<file path="config.mk">
export PLATFORM = sky130hd
export DESIGN_NAME = pmx_io_mux
export DESIGN_NICKNAME = d
export VERILOG_FILES = /design/src/pmx_io_mux.v
export VERILOG_INCLUDE_DIRS = /design/src
export SDC_FILE = /design/constraint.sdc
export NUM_CORES = 1
export LEC_CHECK = 0
export CAP_MARGIN = 10
export CORE_UTILIZATION = 40
export DETAILED_ROUTE_END_ITERATION = 12
export DONT_BUFFER_PORTS = 1
export GPL_TIMING_DRIVEN = 0
export PLACE_DENSITY = 0.64
export SLEW_MARGIN = 20
export SYNTH_ARGS = -nofsm -noshare
export SYNTH_HDL_FRONTEND = slang
export SYNTH_SLANG_ARGS = --single-unit
</file>
<file path="constraint.sdc">
create_clock -name i_clk -period 2.8 [get_ports i_clk]
set_input_delay 0.42 -clock i_clk [delete_from_list [all_inputs] [get_ports i_clk]]
set_output_delay 0.42 -clock i_clk [all_outputs]
set_load 0.1 [all_outputs]
</file>
<file path="src/pmx_io_mux_regs.vh">
// Register indices, field positions and reset values of the pin mux block.
// Assumes an includer that uses these names; no logic lives here.
`ifndef PMX_IO_MUX_REGS_VH
`define PMX_IO_MUX_REGS_VH
// ----------------------------------------------------------------------
// Register indices (byte address is four times the index)
// ----------------------------------------------------------------------
`define PMX_IDX_IND0      12'h452
`define PMX_IDX_CLKPIN    12'h453
`define PMX_IDX_PAD       12'h456
`define PMX_IDX_STRAP     12'h460
// ----------------------------------------------------------------------
// Reset values and writable masks
// ----------------------------------------------------------------------
`define PMX_RST_IND0      16'h0000
`define PMX_RST_CLKPIN    16'h0001
`define PMX_RST_PAD       16'h0000
`define PMX_MSK_IND0      16'h0007
`define PMX_MSK_CLKPIN    16'h81FF
`define PMX_MSK_PAD       16'hFFFF
// ----------------------------------------------------------------------
// Field positions
// ----------------------------------------------------------------------
`define PMX_B_TXER        15
`define PMX_B_DIV2        8
`define PMX_F_SRC         7:4
`define PMX_B_INV         3
`define PMX_F_SEL         2:0
`define PMX_F_RX_PULL     15:14
`define PMX_B_RX_FORCE    13
`define PMX_F_TX_PULL     12:11
`define PMX_B_TX_FORCE    10
`define PMX_F_RX_IMP      9:5
`define PMX_F_TX_IMP      4:0
// ----------------------------------------------------------------------
// Codes and timing
// ----------------------------------------------------------------------
`define PMX_SEL_IND1      3'h0
`define PMX_SEL_CLKMUX    3'h1
`define PMX_SEL_STRAP1    3'h0
`define PMX_SEL_STRAP0    3'h1
`define PMX_SRC_NONE      4'hD
`define PMX_SRC_DLL_ALT   4'hF
`define PMX_SRC_DLL       4'hE
`define PMX_PULL_UP       2'h1
`define PMX_PULL_DN       2'h2
`define PMX_STRAP_WAIT    2'h2
`define PMX_RESP_OKAY     2'h0
`define PMX_RESP_SLVERR   2'h2
`endif
</file>
<file path="src/pmx_io_mux.v">
// Pin mux and MAC pad control with an AXI4-Lite register slave.
// Assumes one 50 MHz clock; clock sources and pins arrive asynchronously.
`timescale 1ns/10ps
`default_nettype none
`include "pmx_io_mux_regs.vh"
module pmx_io_mux #(
    parameter ADDR_W = 16,
    parameter NSRC   = 16
) (
    input  wire              i_clk,
    input  wire              i_rst_n,
    input  wire [ADDR_W-1:0] i_awaddr,
    input  wire              i_awvalid,
    output wire              o_awready,
    input  wire [31:0]       i_wdata,
    input  wire [3:0]        i_wstrb,
    input  wire              i_wvalid,
    output wire              o_wready,
    output wire [1:0]        o_bresp,
    output wire              o_bvalid,
    input  wire              i_bready,
    input  wire [ADDR_W-1:0] i_araddr,
    input  wire              i_arvalid,
    output wire              o_arready,
    output wire [31:0]       o_rdata,
    output wire [1:0]        o_rresp,
    output wire              o_rvalid,
    input  wire              i_rready,
    input  wire [NSRC-1:0]   i_clk_src,
    input  wire              i_receive_bit3_strap_value_pin,
    input  wire              i_ind1_daisy_strap_pin,
    input  wire              i_ind1_pin,
    input  wire [7:0]        i_func,
    input  wire              i_indicator1_func,
    output reg               o_ind0_out,
    output reg               o_clkout_pin,
    output reg               o_ind1_out,
    output reg               o_ind1_oe,
    output reg               o_mac_tx_error,
    output reg               o_rx_pull_up,
    output reg               o_rx_pull_dn,
    output reg               o_tx_pull_up,
    output reg               o_tx_pull_dn,
    output reg  [4:0]        o_rx_imp,
    output reg  [4:0]        o_tx_imp
);
    // ------------------------------------------------------------------
    // Decode helpers
    // ------------------------------------------------------------------
    // Register decode, shared by the write and the read path.
    function [2:0] reg_hit;
        input [11:0] idx;
        begin
            reg_hit = 3'h0;
            case (idx)
                `PMX_IDX_IND0:   reg_hit = 3'h1;
                `PMX_IDX_CLKPIN: reg_hit = 3'h2;
                `PMX_IDX_PAD:    reg_hit = 3'h3;
                `PMX_IDX_STRAP:  reg_hit = 3'h4;
                default:         reg_hit = 3'h0;
            endcase
        end
    endfunction
    // Function select for a pin: code 000 is the pin's own indicator and
    // code 001 the clock path; the rest come from i_func.
    function fsel;
        input [2:0] sel;
        input       clk_val;
        input       own;
        input [7:0] f;
        begin
            if (sel == `PMX_SEL_IND1) begin
                fsel = own;
            end else if (sel == `PMX_SEL_CLKMUX) begin
                fsel = clk_val;
            end else begin
                fsel = f[sel];
            end
        end
    endfunction
    // ------------------------------------------------------------------
    // Synchronisers
    // ------------------------------------------------------------------
    localparam NSYNC = NSRC + 3;
    reg [NSYNC-1:0] sync1_q;
    reg [NSYNC-1:0] sync2_q;
    wire [NSRC-1:0] src_s  = sync2_q[NSRC-1:0];
    wire            d3_s   = sync2_q[NSRC];
    wire            dsy_s  = sync2_q[NSRC+1];
    wire            pin1_s = sync2_q[NSRC+2];
    // Two flops per asynchronous input; only the second is read.
    always @(posedge i_clk or negedge i_rst_n) begin
        if (!i_rst_n) begin
            sync1_q <= {NSYNC{1'b0}};
            sync2_q <= {NSYNC{1'b0}};
        end else begin
            sync1_q <= {i_ind1_pin, i_ind1_daisy_strap_pin,
                        i_receive_bit3_strap_value_pin, i_clk_src};
            sync2_q <= sync1_q;
        end
    end
    // ------------------------------------------------------------------
    // Strap capture
    // ------------------------------------------------------------------
    reg [1:0] wait_q;
    reg       strap_done_q;
    reg       strap_d3_q;
    reg       strap_dsy_q;
    wire      cap_now = !strap_done_q && (wait_q == `PMX_STRAP_WAIT);
    // Straps are taken once the synchroniser has filled after release,
    // so the strap flops never load the synchroniser's reset value.
    always @(posedge i_clk or negedge i_rst_n) begin
        if (!i_rst_n) begin
            wait_q       <= 2'h0;
            strap_done_q <= 1'b0;
            strap_d3_q   <= 1'b0;
            strap_dsy_q  <= 1'b0;
        end else if (!strap_done_q) begin
            wait_q <= wait_q + 2'h1;
            if (cap_now) begin
                strap_done_q <= 1'b1;
                strap_d3_q   <= d3_s;
                strap_dsy_q  <= dsy_s;
            end
        end
    end

    // ------------------------------------------------------------------
    // AXI4-Lite write channel
    // ------------------------------------------------------------------
    reg        aw_ok_q;
    reg        w_ok_q;
    reg [11:0] aw_idx_q;
    reg [31:0] wdata_q;
    reg [3:0]  wstrb_q;
    reg        bvalid_q;
    reg [1:0]  bresp_q;
    reg [15:0] ind0_q;
    reg [15:0] clkp_q;
    reg [15:0] pad_q;
    assign o_awready = !aw_ok_q && !bvalid_q;
    assign o_wready  = !w_ok_q && !bvalid_q;
    assign o_bvalid  = bvalid_q;
    assign o_bresp   = bresp_q;
    wire        do_wr = aw_ok_q && w_ok_q && !bvalid_q;
    wire [2:0]  w_hit = reg_hit(aw_idx_q);
    wire [15:0] bmask = {{8{wstrb_q[1]}}, {8{wstrb_q[0]}}};
    // Address and data are taken in either order; the write lands and
    // the response rises one edge after both are held.
    always @(posedge i_clk or negedge i_rst_n) begin
        if (!i_rst_n) begin
            aw_ok_q  <= 1'b0;
            w_ok_q   <= 1'b0;
            aw_idx_q <= 12'h000;
            wdata_q  <= 32'h0000_0000;
            wstrb_q  <= 4'h0;
            bvalid_q <= 1'b0;
            bresp_q  <= `PMX_RESP_OKAY;
        end else begin
            if (i_awvalid && o_awready) begin
                aw_ok_q  <= 1'b1;
                aw_idx_q <= i_awaddr[13:2];
            end
            if (i_wvalid && o_wready) begin
                w_ok_q  <= 1'b1;
                wdata_q <= i_wdata;
                wstrb_q <= i_wstrb;
            end
            if (do_wr) begin
                aw_ok_q  <= 1'b0;
                w_ok_q   <= 1'b0;
                bvalid_q <= 1'b1;
                bresp_q  <= (w_hit == 3'h0) ? `PMX_RESP_SLVERR
                                            : `PMX_RESP_OKAY;
            end else if (bvalid_q && i_bready) begin
                bvalid_q <= 1'b0;
            end
        end
    end

    // ------------------------------------------------------------------
    // Configuration registers
    // ------------------------------------------------------------------
    wire [15:0] wm_ind0 = bmask & `PMX_MSK_IND0;
    wire [15:0] wm_clkp = bmask & `PMX_MSK_CLKPIN;
    wire [15:0] wm_pad  = bmask & `PMX_MSK_PAD;

    // Clock pin selector is loaded from the strap at capture time.
    always @(posedge i_clk or negedge i_rst_n) begin
        if (!i_rst_n) begin
            ind0_q <= `PMX_RST_IND0;
            clkp_q <= `PMX_RST_CLKPIN;
            pad_q  <= `PMX_RST_PAD;
        end else begin
            if (do_wr && w_hit == 3'h1) begin
                ind0_q <= (ind0_q & ~wm_ind0) | (wdata_q[15:0] & wm_ind0);
            end
            if (cap_now) begin
                clkp_q[`PMX_F_SEL] <= d3_s ? `PMX_SEL_STRAP1
                                           : `PMX_SEL_STRAP0;
            end else if (do_wr && w_hit == 3'h2) begin
                clkp_q <= (clkp_q & ~wm_clkp) | (wdata_q[15:0] & wm_clkp);
            end
            if (do_wr && w_hit == 3'h3) begin
                pad_q <= (pad_q & ~wm_pad) | (wdata_q[15:0] & wm_pad);
            end
        end
    end
    // The daisy strap overrides whatever software wrote to the selector.
    wire [2:0]  clk_sel = strap_dsy_q ? 3'h0 : clkp_q[`PMX_F_SEL];
    wire [15:0] clkp_rd = {clkp_q[15:3], clk_sel};
    wire [15:0] strap_rd = {13'h0000, strap_done_q, strap_dsy_q,
                            strap_d3_q};
    // ------------------------------------------------------------------
    // AXI4-Lite read channel
    // ------------------------------------------------------------------
    reg        rvalid_q;
    reg [31:0] rdata_q;
    reg [1:0]  rresp_q;
    wire [2:0] r_hit = reg_hit(i_araddr[13:2]);
    assign o_arready = !rvalid_q;
    assign o_rvalid  = rvalid_q;
    assign o_rdata   = rdata_q;
    assign o_rresp   = rresp_q;
    // Data is registered at the address edge; upper half reads zero.
    always @(posedge i_clk or negedge i_rst_n) begin
        if (!i_rst_n) begin
            rvalid_q <= 1'b0;
            rdata_q  <= 32'h0000_0000;
            rresp_q  <= `PMX_RESP_OKAY;
        end else if (i_arvalid && o_arready) begin
            rvalid_q <= 1'b1;
            rresp_q  <= `PMX_RESP_OKAY;
            case (r_hit)
                3'h1:    rdata_q <= {16'h0000, ind0_q};
                3'h2:    rdata_q <= {16'h0000, clkp_rd};
                3'h3:    rdata_q <= {16'h0000, pad_q};
                3'h4:    rdata_q <= {16'h0000, strap_rd};
                default: begin
                    rdata_q <= 32'h0000_0000;
                    rresp_q <= `PMX_RESP_SLVERR;
                end
            endcase
        end else if (rvalid_q && i_rready) begin
            rvalid_q <= 1'b0;
        end
    end

    // ------------------------------------------------------------------
    // Clock source mux, divider and inverter
    // ------------------------------------------------------------------
    // Sources are sampled at 50 MHz, so fast clocks alias; this path is
    // an observation aid, not a clean clock forward.
    wire [3:0] src = clkp_q[`PMX_F_SRC];
    reg        pick;
    always @* begin
        pick = 1'b0;
        case (src)
            `PMX_SRC_NONE:    pick = 1'b0;
            `PMX_SRC_DLL_ALT: pick = src_s[`PMX_SRC_DLL];
            default:          pick = src_s[src];
        endcase
    end
    reg pick_prev_q;
    reg half_q;
    // The halved clock toggles on each rising edge of the picked source.
    always @(posedge i_clk or negedge i_rst_n) begin
        if (!i_rst_n) begin
            pick_prev_q <= 1'b0;
            half_q      <= 1'b0;
        end else begin
            pick_prev_q <= pick;
            if (pick && !pick_prev_q) begin
                half_q <= ~half_q;
            end
        end
    end

    wire clk_path = (clkp_q[`PMX_B_DIV2] ? half_q : pick)
                    ^ clkp_q[`PMX_B_INV];
    // ------------------------------------------------------------------
    // Pin outputs
    // ------------------------------------------------------------------
    wire txer_mode = clkp_q[`PMX_B_TXER];
    // All pin and pad outputs are registered to keep them glitch free.
    always @(posedge i_clk or negedge i_rst_n) begin
        if (!i_rst_n) begin
            o_ind0_out     <= 1'b0;
            o_clkout_pin   <= 1'b0;
            o_ind1_out     <= 1'b0;
            o_ind1_oe      <= 1'b0;
            o_mac_tx_error <= 1'b0;
            o_rx_pull_up   <= 1'b0;
            o_rx_pull_dn   <= 1'b0;
            o_tx_pull_up   <= 1'b0;
            o_tx_pull_dn   <= 1'b0;
            o_rx_imp       <= 5'h00;
            o_tx_imp       <= 5'h00;
        end else begin
            o_ind0_out   <= fsel(ind0_q[`PMX_F_SEL], pick,
                                 i_func[0], i_func);
            o_clkout_pin <= fsel(clk_sel, clk_path,
                                 i_indicator1_func, i_func);
            o_ind1_out     <= txer_mode ? 1'b0 : i_indicator1_func;
            o_ind1_oe      <= !txer_mode;
            o_mac_tx_error <= txer_mode & pin1_s;
            o_rx_pull_up   <= pad_q[`PMX_B_RX_FORCE] &&
                              pad_q[`PMX_F_RX_PULL] == `PMX_PULL_UP;
            o_rx_pull_dn   <= pad_q[`PMX_B_RX_FORCE] &&
                              pad_q[`PMX_F_RX_PULL] == `PMX_PULL_DN;
            o_tx_pull_up   <= pad_q[`PMX_B_TX_FORCE] &&
                              pad_q[`PMX_F_TX_PULL] == `PMX_PULL_UP;
            o_tx_pull_dn   <= pad_q[`PMX_B_TX_FORCE] &&
                              pad_q[`PMX_F_TX_PULL] == `PMX_PULL_DN;
            o_rx_imp       <= pad_q[`PMX_F_RX_IMP];
            o_tx_imp       <= pad_q[`PMX_F_TX_IMP];
        end
    end
endmodule // pmx_io_mux
`default_nettype wire

</file>
After elaboration in Yosys (flattened, before gate mapping)
Index checks and enable logic that the tools add are counted.

word-level totals
  register bits after elaboration = 182
  input port bits = 103
  word-level logic and storage cells = 146

operators by class
  add/subtract/negate cells = 1
  order comparisons = 3
  equal/unequal tests = 24
  mux-type cells = 32
  bitwise gates (word level) = 17
  reductions and logical operators = 36

operator list
  cell                                                         count
  == test 12 x 11 -> 1 bit (second input constant)             8
  bitwise AND 16 bit                                           5
  one-hot mux 16 bit (4 select lines)                          1
  OR 16 bit                                                    3
  inverter 16 bit                                              2
  one-hot mux 3 bit (4 select lines)                           2
  two-way mux 1 bit                                            20
  logical AND 1 bit                                            18
  bitwise AND 16 x 3 -> 16 bit                                 1
  inverter 3 -> 16 bit                                         1
  == test 3 x 1 -> 1 bit (second input constant)               4
  == test 3 x 2 -> 1 bit (second input constant)               4
  nonzero test 2 bit                                           5
  logical NOT 3 bit                                            3
  two-way mux 3 bit                                            3
  == test 4 bit (second input constant)                        2
  less-than comparator 3 x 4 -> 1 bit (second input constant)  2
  logical NOT 1 bit                                            7
  binary-select mux 1 bit (select 3 bit)                       2
  == test 2 bit (second input constant)                        3
  less-than comparator 4 x 5 -> 1 bit (second input constant)  1
  binary-select mux 1 bit (select 4 bit)                       1
  == test 2 x 1 -> 1 bit (second input constant)               2
  two-way mux 2 bit                                            2
  other kinds (8)                                              11

Depth between registers and ports, before layout
  depth in word-level cells = 7
  mapped depth = 8

Worst setup path after synthesis
OpenSTA, ideal clock, no wires.

  kind = register -> register
  start = reg bvalid_q, in the netlist o_bvalid
  end = reg wdata_q[10]
  arrival = 3,490 ps
  data required time = 2,675 ps
  path slack = -814 ps
  cell stages (with the launch flop) = 6
  path buffers = 2
  clock period less this slack = 3,614 ps
  cells stage by stage = dfrtp_1 > nor2_1 > and2_1 > clkbuf_1 > buf_1 > mux2_2

on the way
  longest elaborated chain between the ends = 3

RTL lines
  item                    line              source
  start, declared         pmx_io_mux.v:136  reg bvalid_q;
  start signal, assigned  pmx_io_mux.v:157  bvalid_q <= 1'b0;
  start signal, assigned  pmx_io_mux.v:172  bvalid_q <= 1'b1;
  start signal, assigned  pmx_io_mux.v:176  bvalid_q <= 1'b0;
  logical NOT 1 bit       pmx_io_mux.v:142  assign o_wready = !w_ok_q && !bvalid_q;
  logical AND 1 bit       pmx_io_mux.v:142
  via o_wready            pmx_io_mux.v:18   output wire o_wready,
  logical AND 1 bit       pmx_io_mux.v:164  if (i_wvalid && o_wready) begin
  end signal, assigned    pmx_io_mux.v:166  wdata_q <= i_wdata;
  end, declared           pmx_io_mux.v:134  reg [31:0] wdata_q;

The timed path passes the listed nets, and every way through them passes these cells.
A chain may end at the register's enable or synchronous reset.

Final worst setup path
  start = reg bvalid_q, in the netlist o_bvalid
  end = reg wdata_q[7]

Same word-level chain as after synthesis.

==> results by group <==
Layout
  • Antenna Cells: 0
  • Final Core Density: 0.482
  • Layout area overhead: 16.8%
  • NumNets Final: about 540
  • Ratio of cells with drive above 1 in the final layout: 0.283

Clocking
  • Post-CTS setup buffers: 0
  • Clk_lat worst skew: 0.42 ns
  • Clk sinks: ~140
  • CTS root buf: clkbuf_16
  • CTS tree: built
  • Total CTS buffers: 17
  • H-tree levels: 4
  • CTS Buffer Depth: 2
  • Clock slew at reported path FFs: about 0.060 ns

Route
  • Detail Route Antenna Nets: 0
  • DRC violations left: 0
  • Vias per cell: slightly above 5
  • Wire per inst: 17.3 um
  • Routed wire length: 10900 um
  • Vias: 3237
  • Initial drt markers: 94
  • First-pass DRT Iterations: 4

Yosys
  • Simple-Gate Fraction of Synth Area: 0.0950
  • Compound-Gate Fraction of Synth Area: 0.0743
  • Synth Instances: 405
  • Top_reg_cell synth: dfrtp_1
  • Fraction of registers with async set/reset: 1.00
  • Mapped Avg Cell Area: about 14 um^2
  • Seq cells post-synth: 141
  • Area of the mapped netlist: about 5500 um^2
  • Adder-cell share of the synthesized area: 0.00228
  • Xor/xnor share of the synthesized area: 0.00319
  • Yosys warns: 0
  • Mux cell area share after synthesis: 0.141
  • Combinational family with the most area after synthesis: multiplexers
  • Sequential fraction of the synthesis area: 0.643
  • Distinct cell type count after synthesis: between 60 and 70
  • Number of flops mapped to enable cells by yosys: 0

Setup path
  • Max FO, Critical Path: 10
  • R2r endpoint: wdata_q[7]
  • Critical path arrival: slightly below 3 ns
  • FF-to-FF path depth: 4
  • Crit. Startpoint: o_bvalid
  • Crit path kind: flop to flop
  • Worst setup endpoint: wdata_q[7]
  • Flop2flop setup slack: about 0.15 ns
  • CP Launch Type: flop
  • Worst setup EP type: flop
  • Worst EP required: slightly above 3 ns
  • Reg-to-reg startpoint: o_bvalid

STA
  • Final Worst Setup Slack: approximately 0.15 ns
  • Worst Skew: slightly below 0.009 ns
  • Tmin final: around 2.7 ns
  • Slew at the pin closest to its max-slew limit: ~1 ns
  • Final setup viols: 0
  • Unrepaired setup endpoints after global routing: false
  • Fin. max-slew vios: 0
  • Worst hold margin: -0.303 ns
  • Final Hold Viols: roughly 140
  • Slew HR: 0.305
  • F_max: about 380 MHz
  • Final worst-path cycle share: 0.946

Floorplan
  • Die X: about 120 um
  • Starting Density: 0.413
  • CORE AREA: between 10000 and 15000 um^2
  • Die area: roughly 14000 um^2
  • # rows: 42
  • I/O pin count: about 160
  • Die H: 119 um

Global routing
  • Initial antenna violation count: 2
  • Largest net degree at the start of global routing: 142
  • First-pass GRT wire length: ~18000 um
  • Grt ovf: 0
  • Vias in the first global route: between 3000 and 4000
  • GRT Resource Usage Total: 0.167

Pwr
  • Seq pwr share: 0.460
  • Int Power: around 4.1 mW
  • LEAKAGE: around 2.9 nW
  • Clk network pwr share: 0.398
  • Total power: ~5.8 mW
  • PwrDens: 905 nW/um^2
  • Combinational share of power: 0.141
  • Switching Share: 0.294
  • Switching Power: around 1.7 mW
  • Peak supply drop: around 0.00056 V

Place
  • Hpwl dp: 7650 um
  • PortBufs: 0
  • Routability cong.: 0.720
  • Place WS: -0.243 ns

Status
  • Outcome: finished with violations
  • Failing checks: hold timing

Job
  • Max-Cap Viols: 0

Worst hold path
  • Hold/Removal Path Class: input port to asynchronous set/reset pin
==> cell families after synthesis <==
family          Yosys count
compound gates           63
simple gates             90
mux                      66
other cells               1
buf+inv                  41
flops                   141
fa+ha+maj                 1
xor+xnor                  2
==> cell usage in the layout (no fill, tap or decap), types with 4 or more instances in the layout <==
cell / Yosys / routed
dfrtp_1: 140 / 138
mux2_2: 57 / 57
nand2_1: 32 / 32
o21ai_0: 22 / 22
buf_4: 18 / 18
conb_1: 1 / 18
clkbuf_16: 0 / 17
nor2_1: 15 / 13
inv_1: 12 / 11
a21oi_1: 9 / 9
a22oi_1: 9 / 9
nor2b_1: 7 / 7
clkbuf_1: 6 / 6
mux2i_1: 5 / 5
inv_6: 0 / 4
==> per-layer routing <==
metal  up-vias  track usage  routed length, um
li1       1475            -                  -
met1      1616        0.212               4740
met2       121        0.256               5060
met3        21       0.0632                821
met4         4       0.0704                232
met5         -            0                 23
==> power groups by stage <==
stage               clock network [mW]  logic [mW]  registers, mW
finish                            2.31       0.820           2.67
global route                      2.45       0.887           2.72
CTS                               2.36       0.822           2.68
detailed placement                   0       0.822           2.71
global placement                     0       0.801           2.69
floorplan                            0       0.744           2.63
==> what timing repair did <==
action                     in CTS  in global routing
resized for setup               3                  0
setup endpoints to repair      20                  0
hold endpoints to repair      141                141
==> final cells by class <==
type / count / area, um^2
clock inverters: 14 / 183
clock buffers: 18 / 429
multi-input cells: 240 / 1830
well taps: 176 / 220
fillers: 1200 / 6880
flip-flops and latches: 141 / 3530
plain buffers: 28 / 176
inverters: 12 / 48.8
==> synthesized netlist by cell type (3+ instances only) <==
cell type	instances	share of area
a21oi_1	9	0.0082
nand2_1	32	0.022
mux2_2	57	0.12
clkbuf_1	6	0.0041
buf_4	18	0.025
o21ai_0	22	0.020
nor3b_1	3	0.0041
and3_1	3	0.0034
a31oi_1	3	0.0034
dfrtp_1	140	0.64
mux2i_1	5	0.0091
nor2_1	15	0.010
nand3b_1	3	0.0041
and3b_1	3	0.0048
a22oi_1	9	0.012
mux4_2	3	0.012
inv_1	12	0.0082
o22ai_1	3	0.0034
nor2b_1	7	0.0080
buf_1	3	0.0021
==> worst max-delay path: stages (launching register included) <==
cell and delay [ns]:
dfrtp_2 0.64, nor2_4 0.60, and2_1 0.52, buf_2 0.39, mux2_2 0.37
==> metrics by stage <==
stage               hold WS [ns]  area [um^2]  cells  TNS [ns]
CTS                       -0.320         6410    629         0
global route              -0.327         6410    629         0
finish                    -0.303         6410    629         0
floorplan                  0.124         5570    422         0
global placement           0.128         5790    598     -2.29
detailed placement         0.128         5790    598     -2.60
==> worst min-delay path by stage <==
stage / start / to / slack, ns
global placement: i_rst_n / sync1_q[6] / 0.13
finish: i_rst_n / sync2_q[9] / -0.30
floorplan: i_rst_n / asynchronous set/reset pin / 0.12
global route: i_rst_n / sync1_q[3] / -0.33
detailed placement: i_rst_n / sync1_q[2] / 0.13
CTS: i_rst_n / asynchronous set/reset pin / -0.32
No activity file was read; power rests on OpenSTA's default activity.
